===== src/shared/dtw_pkg.sv =====
/*
  Constants for the dual timer and watchdog: register offsets, field
  positions, reset values, mode codes and watchdog counts.
  Assumes word-aligned byte offsets on the register port.
*/
`default_nettype none
package dtw_pkg;
  localparam logic [4:0] OFS_CSR0 = 5'h00;
  localparam logic [4:0] OFS_CSR1 = 5'h04;
  localparam logic [4:0] OFS_RELOAD0 = 5'h08;
  localparam logic [4:0] OFS_RELOAD1 = 5'h0c;
  localparam logic [4:0] OFS_LIVE0 = 5'h10;
  localparam logic [4:0] OFS_LIVE1 = 5'h14;
  localparam logic [4:0] OFS_FLAGS = 5'h18;
  localparam logic [4:0] OFS_WDCTL = 5'h1c;
  // Channel control/status fields
  localparam int CSR_OVR = 31;
  localparam int CSR_RUN = 30;
  localparam int CSR_IRQ = 29;
  localparam int CSR_MODE_HI = 28;
  localparam int CSR_MODE_LO = 27;
  localparam int CSR_CLR = 26;
  localparam int CSR_ACT = 25;
  localparam int CSR_PRE_HI = 7;
  localparam logic [7:0] PRESCALE_RST = 8'h05;
  localparam logic [1:0] MODE_ONESHOT = 2'h0;
  localparam logic [1:0] MODE_PERIODIC = 2'h1;
  localparam logic [1:0] MODE_TOGGLE = 2'h2;
  localparam logic [1:0] MODE_UNINT = 2'h3;
  // Watchdog control fields
  localparam int WD_SLOW = 10;
  localparam int WD_OVR = 9;
  localparam int WD_TEST = 8;
  localparam int WD_RUN = 7;
  localparam int WD_IRQ = 6;
  localparam int WD_IS_HI = 5;
  localparam int WD_IS_LO = 4;
  localparam int WD_TOF = 3;
  localparam int WD_RSF = 2;
  localparam int WD_RSA = 1;
  localparam int WD_RESTART = 0;
  localparam logic [31:0] WDCTL_RST = 32'h0000_0400;
  localparam logic [7:0] WD_DIV_LAST = 8'hff;
  localparam logic [13:0] WD_DELAY_CYC = 14'h0400;
  localparam logic [13:0] WD_RST_CYC = 14'h3f00;
  localparam int WD_MIN_EXP = 14;
  localparam logic [9:0] WD_HALF_LAST = 10'h3ff;
  localparam logic [1:0] RESTART_HOLD = 2'h3;
  typedef enum logic [1:0] {WD_COUNT, WD_DELAY, WD_RESET} dtw_wd_state_type;
endpackage
`default_nettype wire


===== src/shared/dtw_chan_if.sv =====
/*
  Control and event bundle between the register block and one channel.
  Assumes both ends run on the crystal clock.
*/
`default_nettype none
interface dtw_chan_if;
  logic run;
  logic hold;
  logic [1:0] mode;
  logic [7:0] prescale;
  logic [31:0] reload;
  logic load;
  logic clr;
  logic [31:0] count;
  logic zero_evt;
  logic hit_evt;
  logic tout;
  modport ctl(output run, hold, mode, prescale, reload, load, clr,
    input count, zero_evt, hit_evt, tout);
  modport chan(input run, hold, mode, prescale, reload, load, clr,
    output count, zero_evt, hit_evt, tout);
endinterface
`default_nettype wire


===== src/rtl/dtw_channel.sv =====
/*
  One down-counting timer channel with prescaler and toggle output.
  Assumes load and clr are single-cycle pulses from the register block.
*/
`default_nettype none
module dtw_channel (
  input wire logic clk_i,
  input wire logic rst_i,
  dtw_chan_if.chan ch
);
  import dtw_pkg::*;
  logic [7:0] pre_cnt;
  logic [31:0] count;
  logic [31:0] next_count;
  logic tick;
  logic tout;

  // Compare as at-or-above so a smaller prescale written mid-count cannot stall 256 clocks
  assign tick = ch.run && !ch.hold && (pre_cnt >= ch.prescale);
  assign next_count = (count <= 32'h1) ? ch.reload : count - 32'h1;
  assign ch.count = count;
  assign ch.zero_evt = tick && (count <= 32'h1);
  assign ch.hit_evt = tick && (next_count == ch.reload);
  assign ch.tout = tout;

  always_ff @(posedge clk_i or posedge rst_i) begin
    if (rst_i) begin
      pre_cnt <= 8'h00;
    end else if (ch.clr || ch.load) begin
      pre_cnt <= 8'h00;
    end else if (ch.run && !ch.hold) begin
      pre_cnt <= tick ? 8'h00 : pre_cnt + 8'h01;
    end
  end

  always_ff @(posedge clk_i or posedge rst_i) begin
    if (rst_i) begin
      count <= 32'h0;
    end else if (ch.clr) begin
      count <= 32'h0;
    end else if (ch.load) begin
      count <= ch.reload;
    end else if (tick) begin
      count <= next_count;
    end
  end

  always_ff @(posedge clk_i or posedge rst_i) begin
    if (rst_i) begin
      tout <= 1'b0;
    end else if (ch.clr) begin
      tout <= 1'b0;
    end else if (ch.zero_evt && ch.mode == MODE_TOGGLE) begin
      tout <= !tout;
    end
  end
endmodule
`default_nettype wire


===== src/rtl/dtw_wd_tick.sv =====
/*
  Watchdog count enable: optional divide by 256 of the crystal clock.
  Assumes hold is already synchronised to the crystal clock.
*/
`default_nettype none
module dtw_wd_tick (
  input wire logic clk_i,
  input wire logic rst_i,
  input wire logic run_i,
  input wire logic slow_i,
  input wire logic test_i,
  input wire logic hold_i,
  output logic tick_o
);
  import dtw_pkg::*;
  logic [7:0] div;
  logic use_slow;

  assign use_slow = slow_i && !test_i;
  assign tick_o = run_i && !hold_i && (!use_slow || div == WD_DIV_LAST);

  always_ff @(posedge clk_i or posedge rst_i) begin
    if (rst_i) begin
      div <= 8'h00;
    end else if (!run_i) begin
      div <= 8'h00;
    end else if (!hold_i) begin
      div <= div + 8'h01;
    end
  end
endmodule
`default_nettype wire


===== src/rtl/dtw_timer.sv =====
/*
  Dual timer with watchdog: register file, two channels, watchdog.
  Assumes a simple register port: writes and reads take effect on the
  clock edge where the strobe is high; read data appears one cycle later.
*/
`default_nettype none
module dtw_timer (
  input wire logic MCLK_I,
  input wire logic RST_I,
  input wire logic [4:0] REG_ADDR_I,
  input wire logic REG_WR_I,
  input wire logic REG_RD_I,
  input wire logic [31:0] REG_WDATA_I,
  output logic [31:0] REG_RDATA_O,
  input wire logic DEBUG_ACK_I,
  output logic [1:0] TMR_IRQ_O,
  output logic [1:0] TMR_TOGGLE_O,
  output logic WD_IRQ_O,
  output logic WD_RST_O
);
  import dtw_pkg::*;

  // Channel control
  logic [1:0] ovr;
  logic [1:0] count_run;
  logic [1:0] irq_allow;
  logic [1:0] mode [2];
  logic [7:0] prescale [2];
  logic [31:0] reload [2];
  logic [1:0] tflag;
  logic [1:0] csr_wr;
  logic [1:0] rel_wr;
  logic [1:0] chan_clr;
  logic [1:0] flag_set;
  logic [1:0] done;
  logic [1:0] active;
  logic [31:0] live [2];
  logic [1:0] zero_evt;
  logic [1:0] hit_evt;
  logic [1:0] tout;

  // Watchdog control
  logic wd_slow;
  logic wd_ovr;
  logic wd_test;
  logic wd_run;
  logic wd_irq_allow;
  logic [1:0] wd_isel;
  logic wd_tof;
  logic wd_rsf;
  logic wd_rsa;
  logic [1:0] restart_cnt;
  logic wd_restart;
  logic wd_tick;
  logic [19:0] wd_cnt;
  logic [19:0] wd_top;
  logic wd_timeout;
  logic [13:0] phase_cnt;
  logic enter_reset;
  dtw_wd_state_type wd_state;

  // Debug acknowledge synchroniser
  logic [2:0] dbg_sync;
  logic dbg_ack;

  logic wr_wdctl;

  function automatic logic [19:0] interval_top(input logic [1:0] sel);
    interval_top = 20'((32'h1 << (WD_MIN_EXP + 2 * int'(sel))) - 1);
  endfunction

  // Pin input, three stages; level moves only when stages two and three agree
  always_ff @(posedge MCLK_I or posedge RST_I) begin
    if (RST_I) begin
      dbg_sync <= 3'h0;
    end else begin
      dbg_sync <= {dbg_sync[1:0], DEBUG_ACK_I};
    end
  end

  always_ff @(posedge MCLK_I or posedge RST_I) begin
    if (RST_I) begin
      dbg_ack <= 1'b0;
    end else if (dbg_sync[1] == dbg_sync[2]) begin
      dbg_ack <= dbg_sync[2];
    end
  end

  assign wr_wdctl = REG_WR_I && REG_ADDR_I == OFS_WDCTL;

  always_comb begin
    csr_wr[0] = REG_WR_I && REG_ADDR_I == OFS_CSR0;
    csr_wr[1] = REG_WR_I && REG_ADDR_I == OFS_CSR1;
    rel_wr[0] = REG_WR_I && REG_ADDR_I == OFS_RELOAD0;
    rel_wr[1] = REG_WR_I && REG_ADDR_I == OFS_RELOAD1;
  end

  genvar gi;
  generate
    for (gi = 0; gi < 2; gi++) begin : g_chan
      dtw_chan_if cbus();
      assign chan_clr[gi] = csr_wr[gi] && REG_WDATA_I[CSR_CLR];
      assign cbus.run = count_run[gi];
      assign cbus.hold = dbg_ack && !ovr[gi];
      assign cbus.mode = mode[gi];
      assign cbus.prescale = prescale[gi];
      // Write data forwarded so the restart loads the new value, not the old one
      assign cbus.reload = rel_wr[gi] ? REG_WDATA_I : reload[gi];
      assign cbus.load = rel_wr[gi];
      assign cbus.clr = chan_clr[gi];
      assign live[gi] = cbus.count;
      assign zero_evt[gi] = cbus.zero_evt;
      assign hit_evt[gi] = cbus.hit_evt;
      assign tout[gi] = cbus.tout;
      assign active[gi] = count_run[gi] && !cbus.hold;
      assign done[gi] = zero_evt[gi] && mode[gi] == MODE_ONESHOT;
      // Mode 11 flags on the count matching reload, others on reaching zero
      assign flag_set[gi] = irq_allow[gi] &&
        (mode[gi] == MODE_UNINT ? hit_evt[gi] : zero_evt[gi]);
      dtw_channel u_chan (
        .clk_i(MCLK_I),
        .rst_i(RST_I),
        .ch(cbus.chan)
      );
    end
  endgenerate

  always_ff @(posedge MCLK_I or posedge RST_I) begin
    if (RST_I) begin
      ovr <= 2'h0;
      irq_allow <= 2'h0;
      mode[0] <= MODE_ONESHOT;
      mode[1] <= MODE_ONESHOT;
      prescale[0] <= PRESCALE_RST;
      prescale[1] <= PRESCALE_RST;
    end else begin
      for (int i = 0; i < 2; i++) begin
        if (csr_wr[i]) begin
          ovr[i] <= REG_WDATA_I[CSR_OVR];
          irq_allow[i] <= REG_WDATA_I[CSR_IRQ];
          mode[i] <= REG_WDATA_I[CSR_MODE_HI:CSR_MODE_LO];
          prescale[i] <= REG_WDATA_I[CSR_PRE_HI:0];
        end
      end
    end
  end

  always_ff @(posedge MCLK_I or posedge RST_I) begin
    if (RST_I) begin
      count_run <= 2'h0;
    end else begin
      for (int i = 0; i < 2; i++) begin
        if (chan_clr[i]) begin
          count_run[i] <= 1'b0;
        end else if (csr_wr[i]) begin
          count_run[i] <= REG_WDATA_I[CSR_RUN];
        end else if (done[i]) begin
          count_run[i] <= 1'b0;
        end
      end
    end
  end

  // Zero of a reload stalls nothing here; software keeps it nonzero
  always_ff @(posedge MCLK_I or posedge RST_I) begin
    if (RST_I) begin
      reload[0] <= 32'h0;
      reload[1] <= 32'h0;
    end else begin
      for (int i = 0; i < 2; i++) begin
        if (rel_wr[i]) begin
          reload[i] <= REG_WDATA_I;
        end
      end
    end
  end

  // Set wins over a same-cycle write-one clear
  always_ff @(posedge MCLK_I or posedge RST_I) begin
    if (RST_I) begin
      tflag <= 2'h0;
    end else begin
      for (int i = 0; i < 2; i++) begin
        if (flag_set[i]) begin
          tflag[i] <= 1'b1;
        end else if (REG_WR_I && REG_ADDR_I == OFS_FLAGS && REG_WDATA_I[i]) begin
          tflag[i] <= 1'b0;
        end
      end
    end
  end

  assign TMR_IRQ_O = tflag;
  assign TMR_TOGGLE_O = tout;

  // Watchdog control register
  always_ff @(posedge MCLK_I or posedge RST_I) begin
    if (RST_I) begin
      wd_slow <= WDCTL_RST[WD_SLOW];
      wd_ovr <= WDCTL_RST[WD_OVR];
      wd_test <= WDCTL_RST[WD_TEST];
      wd_run <= WDCTL_RST[WD_RUN];
      wd_irq_allow <= WDCTL_RST[WD_IRQ];
      wd_isel <= WDCTL_RST[WD_IS_HI:WD_IS_LO];
      wd_rsa <= WDCTL_RST[WD_RSA];
    end else if (wr_wdctl) begin
      wd_slow <= REG_WDATA_I[WD_SLOW];
      wd_ovr <= REG_WDATA_I[WD_OVR];
      wd_test <= REG_WDATA_I[WD_TEST];
      wd_run <= REG_WDATA_I[WD_RUN];
      wd_irq_allow <= REG_WDATA_I[WD_IRQ];
      wd_isel <= REG_WDATA_I[WD_IS_HI:WD_IS_LO];
      wd_rsa <= REG_WDATA_I[WD_RSA];
    end
  end

  // Restart stays visible three cycles; the count clears on it whether or not a tick comes
  always_ff @(posedge MCLK_I or posedge RST_I) begin
    if (RST_I) begin
      restart_cnt <= 2'h0;
    end else if (wr_wdctl && REG_WDATA_I[WD_RESTART]) begin
      restart_cnt <= RESTART_HOLD;
    end else if (restart_cnt != 2'h0) begin
      restart_cnt <= restart_cnt - 2'h1;
    end
  end

  assign wd_restart = restart_cnt != 2'h0;

  dtw_wd_tick u_wd_tick (
    .clk_i(MCLK_I),
    .rst_i(RST_I),
    .run_i(wd_run),
    .slow_i(wd_slow),
    .test_i(wd_test),
    .hold_i(dbg_ack && !wd_ovr),
    .tick_o(wd_tick)
  );

  assign wd_top = interval_top(wd_isel);
  always_comb begin
    if (wd_test) begin
      wd_timeout = wd_tick && (wd_cnt[9:0] == WD_HALF_LAST ||
        wd_cnt[19:10] == WD_HALF_LAST);
    end else begin
      wd_timeout = wd_tick && wd_cnt == wd_top;
    end
  end

  always_ff @(posedge MCLK_I or posedge RST_I) begin
    if (RST_I) begin
      wd_cnt <= 20'h0;
    end else if (!wd_run || wd_restart) begin
      wd_cnt <= 20'h0;
    end else if (wd_tick) begin
      if (wd_test) begin
        wd_cnt <= {wd_cnt[19:10] + 10'h1, wd_cnt[9:0] + 10'h1};
      end else if (wd_timeout) begin
        wd_cnt <= 20'h0;
      end else begin
        wd_cnt <= wd_cnt + 20'h1;
      end
    end
  end

  // Timeout, delay, then the reset pulse
  assign enter_reset = wd_state == WD_DELAY && wd_tick && phase_cnt == WD_DELAY_CYC - 14'h1;

  always_ff @(posedge MCLK_I or posedge RST_I) begin
    if (RST_I) begin
      wd_state <= WD_COUNT;
      phase_cnt <= 14'h0;
    end else if (!wd_run) begin
      wd_state <= WD_COUNT;
      phase_cnt <= 14'h0;
    end else begin
      case (wd_state)
        WD_COUNT: begin
          phase_cnt <= 14'h0;
          if (wd_timeout && wd_rsa) begin
            wd_state <= WD_DELAY;
          end
        end
        WD_DELAY: begin
          if (wd_restart) begin
            wd_state <= WD_COUNT;
          end else if (enter_reset) begin
            wd_state <= WD_RESET;
            phase_cnt <= 14'h0;
          end else if (wd_tick) begin
            phase_cnt <= phase_cnt + 14'h1;
          end
        end
        WD_RESET: begin
          if (wd_tick && phase_cnt == WD_RST_CYC - 14'h1) begin
            wd_state <= WD_COUNT;
            phase_cnt <= 14'h0;
          end else if (wd_tick) begin
            phase_cnt <= phase_cnt + 14'h1;
          end
        end
        default: begin
          wd_state <= WD_COUNT;
          phase_cnt <= 14'h0;
        end
      endcase
    end
  end

  always_ff @(posedge MCLK_I or posedge RST_I) begin
    if (RST_I) begin
      wd_tof <= 1'b0;
    end else if (wd_timeout) begin
      wd_tof <= 1'b1;
    end else if (wr_wdctl && REG_WDATA_I[WD_TOF]) begin
      wd_tof <= 1'b0;
    end
  end

  always_ff @(posedge MCLK_I or posedge RST_I) begin
    if (RST_I) begin
      wd_rsf <= 1'b0;
    end else if (enter_reset) begin
      wd_rsf <= 1'b1;
    end else if (wr_wdctl && REG_WDATA_I[WD_RSF]) begin
      wd_rsf <= 1'b0;
    end
  end

  assign WD_IRQ_O = wd_tof && wd_irq_allow;
  assign WD_RST_O = wd_state == WD_RESET;

  // Read data registered; unmapped offsets read zero
  always_ff @(posedge MCLK_I or posedge RST_I) begin
    if (RST_I) begin
      REG_RDATA_O <= 32'h0;
    end else if (REG_RD_I) begin
      case (REG_ADDR_I)
        OFS_CSR0: REG_RDATA_O <= {ovr[0], count_run[0], irq_allow[0], mode[0], 1'b0,
          active[0], 17'h0, prescale[0]};
        OFS_CSR1: REG_RDATA_O <= {ovr[1], count_run[1], irq_allow[1], mode[1], 1'b0,
          active[1], 17'h0, prescale[1]};
        OFS_RELOAD0: REG_RDATA_O <= reload[0];
        OFS_RELOAD1: REG_RDATA_O <= reload[1];
        OFS_LIVE0: REG_RDATA_O <= live[0];
        OFS_LIVE1: REG_RDATA_O <= live[1];
        OFS_FLAGS: REG_RDATA_O <= {30'h0, tflag};
        OFS_WDCTL: REG_RDATA_O <= {21'h0, wd_slow, wd_ovr, wd_test, wd_run, wd_irq_allow,
          wd_isel, wd_tof, wd_rsf, wd_rsa, wd_restart};
        default: REG_RDATA_O <= 32'h0;
      endcase
    end
  end
endmodule
`default_nettype wire


===== config.mk =====
export PLATFORM = sky130hd
export DESIGN_NAME = dtw_timer
export DESIGN_NICKNAME = d
export VERILOG_FILES = /design/src/shared/dtw_pkg.sv /design/src/shared/dtw_chan_if.sv /design/src/rtl/dtw_channel.sv /design/src/rtl/dtw_wd_tick.sv /design/src/rtl/dtw_timer.sv
export SDC_FILE = /design/constraint.sdc
export NUM_CORES = 1
export LEC_CHECK = 0
export ABC_AREA = 0
export ABC_CLOCK_PERIOD_IN_PS = 30600
export BUFFER_PORTS_ARGS = -buffer_cell sky130_fd_sc_hd__clkbuf_2
export CAP_MARGIN = 10
export CORE_MARGIN = 1.5
export CORE_UTILIZATION = 50
export CTS_CLUSTER_SIZE = 8
export DETAILED_ROUTE_END_ITERATION = 8
export HOLD_SLACK_MARGIN = 0.03
export PLACE_DENSITY = 0.67
export SETUP_SLACK_MARGIN = 0.2
export SLEW_MARGIN = 0
export SYNTH_ARGS = -nofsm -noshare
export SYNTH_HDL_FRONTEND = slang
export SYNTH_SLANG_ARGS = --single-unit

===== constraint.sdc =====
create_clock -name MCLK_I -period 30.6 [get_ports MCLK_I]
set_input_delay 9.18 -clock MCLK_I [delete_from_list [all_inputs] [get_ports MCLK_I]]
set_output_delay 9.18 -clock MCLK_I [all_outputs]
set_load 0.05 [all_outputs]

==> summary.md <==
| Metric | Value |
|---|---|
| Mean cell area of the mapped netlist | 8.66 um^2 |
| CTS tree | yes |
| FP Rows | 65 |
| Worst-Skew Late Latency | ~540 ps |
| Clock Skew | roughly 20 ps |
| Worst path cell trace | clkbuf_2, buf_4, nor4bb_4, buf_4, and2_2, buf_4, mux2i_1, inv_1, o311ai_0, o21bai_1, nand4_1, or4_1, nand2_1 |
| CP startpoint kind | input port |
| Endpoint class of the critical path | flip-flop |
| Fmax | 79.2 MHz |
| Synth Register Bits | ~270 |
| RSZ-0062 raised after global routing | false |
| Buffers inserted by post-CTS timing repair | 0 |
| Dpl hpwl | roughly 39 mm |
| Starting DRT DRC Count | 1629 |
| Minimum clock period | roughly 13000 ps |
| Antenna violations before repair | 0 |
| Vias | around 15000 |
| Status | completed |
| DIE HEIGHT | roughly 180 um |
| Min-Delay Path Class | reg -> reg |
| Kind of critical path | in -> reg |
| Synth warn | 0 |
| Dominant cell type by area after synthesis | dfrtp_1 |
| Worst-path clk slew | roughly 50 ps |
| Commonest cells in the netlist | dfrtp_1, nand2_1, nor2_1, a21oi_1, o21ai_0 |
| Fin Setup TNS | 0 ps |
| # IOs | 80 |
| Slew margin rel. | approximately 15% |
| Die ar. | 33700 um^2 |
| Max Root-Sink Buffers | 3 |
| Slew of the pin with the lowest slew margin | ~1300 ps |
| Pwr Density | just over 70 nW/um^2 |
| Core area | approximately 32000 um^2 |
| Congestion Overflow GR | 0 |
| Cts repair resizes | 0 |
| Largest cells by area after synthesis | dfrtp_1, nand2_1, xnor2_1, a21oi_1, o21ai_0 |
| CTS root buf | clkbuf_16 |
| Final #Nets | roughly 2000 |
| Avg WL per Cell | about 23 um |
| Post-synthesis sequential area ratio | 40.9% |
| Largest net degree at the start of global routing | ~130 |
| Port Buffers | just under 80 |
| Top-count cell post-synth | dfrtp_1 |
| Mapped cell area | roughly 16000 um^2 |
| Number of synthesized flops with an enable pin | 0 |
| Via density | 6.36 |
| Number of clock sinks | around 270 |
| Most Frequent Cell on Critical Path | buf_4 |
| Worst endpoint required time | roughly 31000 ps |
| RD Place Congestion | approximately 0.94 |
| Peak VDD IR | 0.0000395 V |
| Async SR Flop Fraction | 100% |
| Post-synth top area share | between 40% and 50% |
| H-tree levels | 2 |
| Overall routing resource usage | about a third |
| Critical Path Slowest Stage Cell | buf_4 |
| Area delta synth->final | 11.3% |
| Worst Path Buf+Inv | 5 |
| Final ANT Viol Nets | 0 |
| Period utilisation layout | just over 40% |
| WP data arrival | around 13000 ps |
| Post-synthesis cell type count | 75 |
| Vias in the first global route | about 14000 |
| First-pass GRT wire length | 85.5 mm |
| Hold Vio Cnt, Final | 0 |
| Ant. Diodes | 0 |
| Syn Nets | around 2000 |
| Share of layout cells above drive strength 1 | about 12% |
| DRT Pass-1 Iters | 9 |
| Hold buffers post-CTS | 0 |
| Initial Utilization | roughly 51% |
| Post-synth top flop | dfrtp_1 |
| Slew Viols, Final | 0 |
| Final WL | between 50 and 60 mm |
| Leak | between 7 and 8 nW |
| Final hold slack | ~360 ps |
| Max-cap violations | 0 |
| Gate Count Post-Synth | approximately 1900 |
| Crit-path max cell delay | approximately 570 ps |
| Top delay family on crit path | buffers and inverters |
| Die width | ~180 um |
| DR DRC count | 0 |
| Max Fanout on Critical Path | 56 |
| Setup violators final | 0 |
| Num CTS Buffers | 39 |
==> cells in the final DEF, fill, tap and decap left out, types with 6 or more instances in the layout <==
master | Yosys | routed
a222oi_1 | 19 | 19
o211ai_1 | 8 | 8
or4_1 | 15 | 15
mux2_2 | 38 | 38
nand2_1 | 229 | 229
nand4_1 | 25 | 25
a22o_1 | 7 | 7
xor2_1 | 32 | 32
xnor2_1 | 80 | 80
or3_1 | 20 | 20
mux4_2 | 8 | 8
a21o_1 | 9 | 9
clkbuf_1 | 94 | 9
a211oi_1 | 30 | 30
o221ai_1 | 25 | 25
a22oi_1 | 20 | 20
dfrtp_1 | 261 | 261
ha_1 | 33 | 33
a21oi_1 | 130 | 130
o21a_1 | 9 | 9
clkbuf_16 | 0 | 41
nor4_1 | 25 | 23
o31ai_1 | 8 | 8
a21boi_0 | 17 | 17
and3_1 | 15 | 15
a31oi_1 | 11 | 11
inv_1 | 122 | 121
o22ai_1 | 46 | 46
nand3_1 | 50 | 50
mux2i_1 | 41 | 41
buf_4 | 2 | 26
clkbuf_2 | 0 | 79
a32oi_1 | 6 | 6
a221o_1 | 6 | 6
nor2_1 | 155 | 155
o21ai_0 | 130 | 130
or2_2 | 7 | 7
nor3_1 | 43 | 41
==> sequential cells by signal, summed over array words and instances, names as in the netlist, 2 cells and up <==
signal,cells
g_chan.cbus.mode,4
g_chan.cbus.prescale,16
wd_isel,2
count_run,2
phase_cnt,14
g_chan.u_chan.ch.tout,2
g_chan.u_chan.ch.count,64
restart_cnt,2
ovr,2
reload,64
TMR_IRQ_O,2
irq_allow,2
u_wd_tick.div,8
wd_state,2
g_chan.u_chan.pre_cnt,16
dbg_sync,3
REG_RDATA_O,32
wd_cnt,20
==> worst register-to-register path, cell delays in order (launching register included) <==
cell and delay, ps:
dfrtp_1 490, inv_1 160, ha_1 390, or3b_2 530
nor3_1 690, nand4b_1 440, nor2_1 480, xnor2_1 180
o2111a_1 190, nand2_1 50, or4_1 510, nand2_1 80
==> report_power, final <==
group	leakage [nW]	internal, W	total (W)	switching [W]
clock network	0.530	0.000246	0.000400	0.000154
logic	3.81	0.000159	0.000382	0.000223
registers	3.46	0.000416	0.000526	0.000110
total	7.80	0.000822	0.00131	0.000488
==> through the flow <==
stage / area (um^2) / setup slack, ps / power, W / util [%] / std cells
2_1_floorplan: 16300 / 14100 / 0.000778 / - / 1881
3_3_place_gp: 17000 / 17590 / 0.000895 / 53.6 / 2308
3_5_place_dp: 17000 / 17500 / 0.000902 / 53.6 / 2308
4_1_cts: 18100 / 18030 / 0.00130 / 57.0 / 2359
5_1_grt: 18100 / 17720 / 0.00138 / 57.0 / 2359
6_report: 18100 / 17970 / 0.00131 / 57.0 / 2359
==> per-layer routing <==
metal,global-route usage (%),up-vias,wire [um]
met5,0,-,0
met3,5.25,194,4170
li1,-,6840,-
met4,20.1,0,3580
met2,52.0,720,24800
met1,43.0,7254,22200
==> final timing paths <==
check	startpoint	endpoint	slack, ps	cells after the start
worst max-delay path	REG_ADDR_I[2]	TMR_IRQ_O[1]$_DFFE_PP0P_	17970	13
worst min-delay path	dbg_sync[0]$_DFF_PP0_	dbg_sync[1]$_DFF_PP0_	360	0
worst max register to register	g_chan[1].u_chan.ch.count[0]$_DFFE_PP0P_	TMR_IRQ_O[1]$_DFFE_PP0P_	26340	11
worst min register to register	dbg_sync[0]$_DFF_PP0_	dbg_sync[1]$_DFF_PP0_	360	0
max in group asynchronous	RST_I	g_chan[1].u_chan.pre_cnt[0]$_DFFE_PP0P_	20190	3
min in group asynchronous	RST_I	u_wd_tick.div[5]$_DFFE_PP0P_	8850	2
==> cell families after synthesis <==
kind of cell / Yosys count / synth area share (%)
buffers and inverters: 235 / 5.59
AOI/OAI and AO/OA: 520 / 20.5
DFF: 266 / 40.9
adders and majority gates: 34 / 2.60
muxes: 87 / 6.25
and+or+nand+nor: 627 / 18.1
xor gates and xnor gates: 112 / 6.02
==> final cells by class <==
cell class	instances	area (um^2)
Clock buffer	50	1060
Timing Repair Buffer	105	591
Tap cell	435	544
Sequential cell	266	6660
Inverter	122	465
Clock inverter	1	30.0
Fill cell	2884	13700
Multi-Input combinational cell	1380	8780
Power figures use the tool's default switching activity.
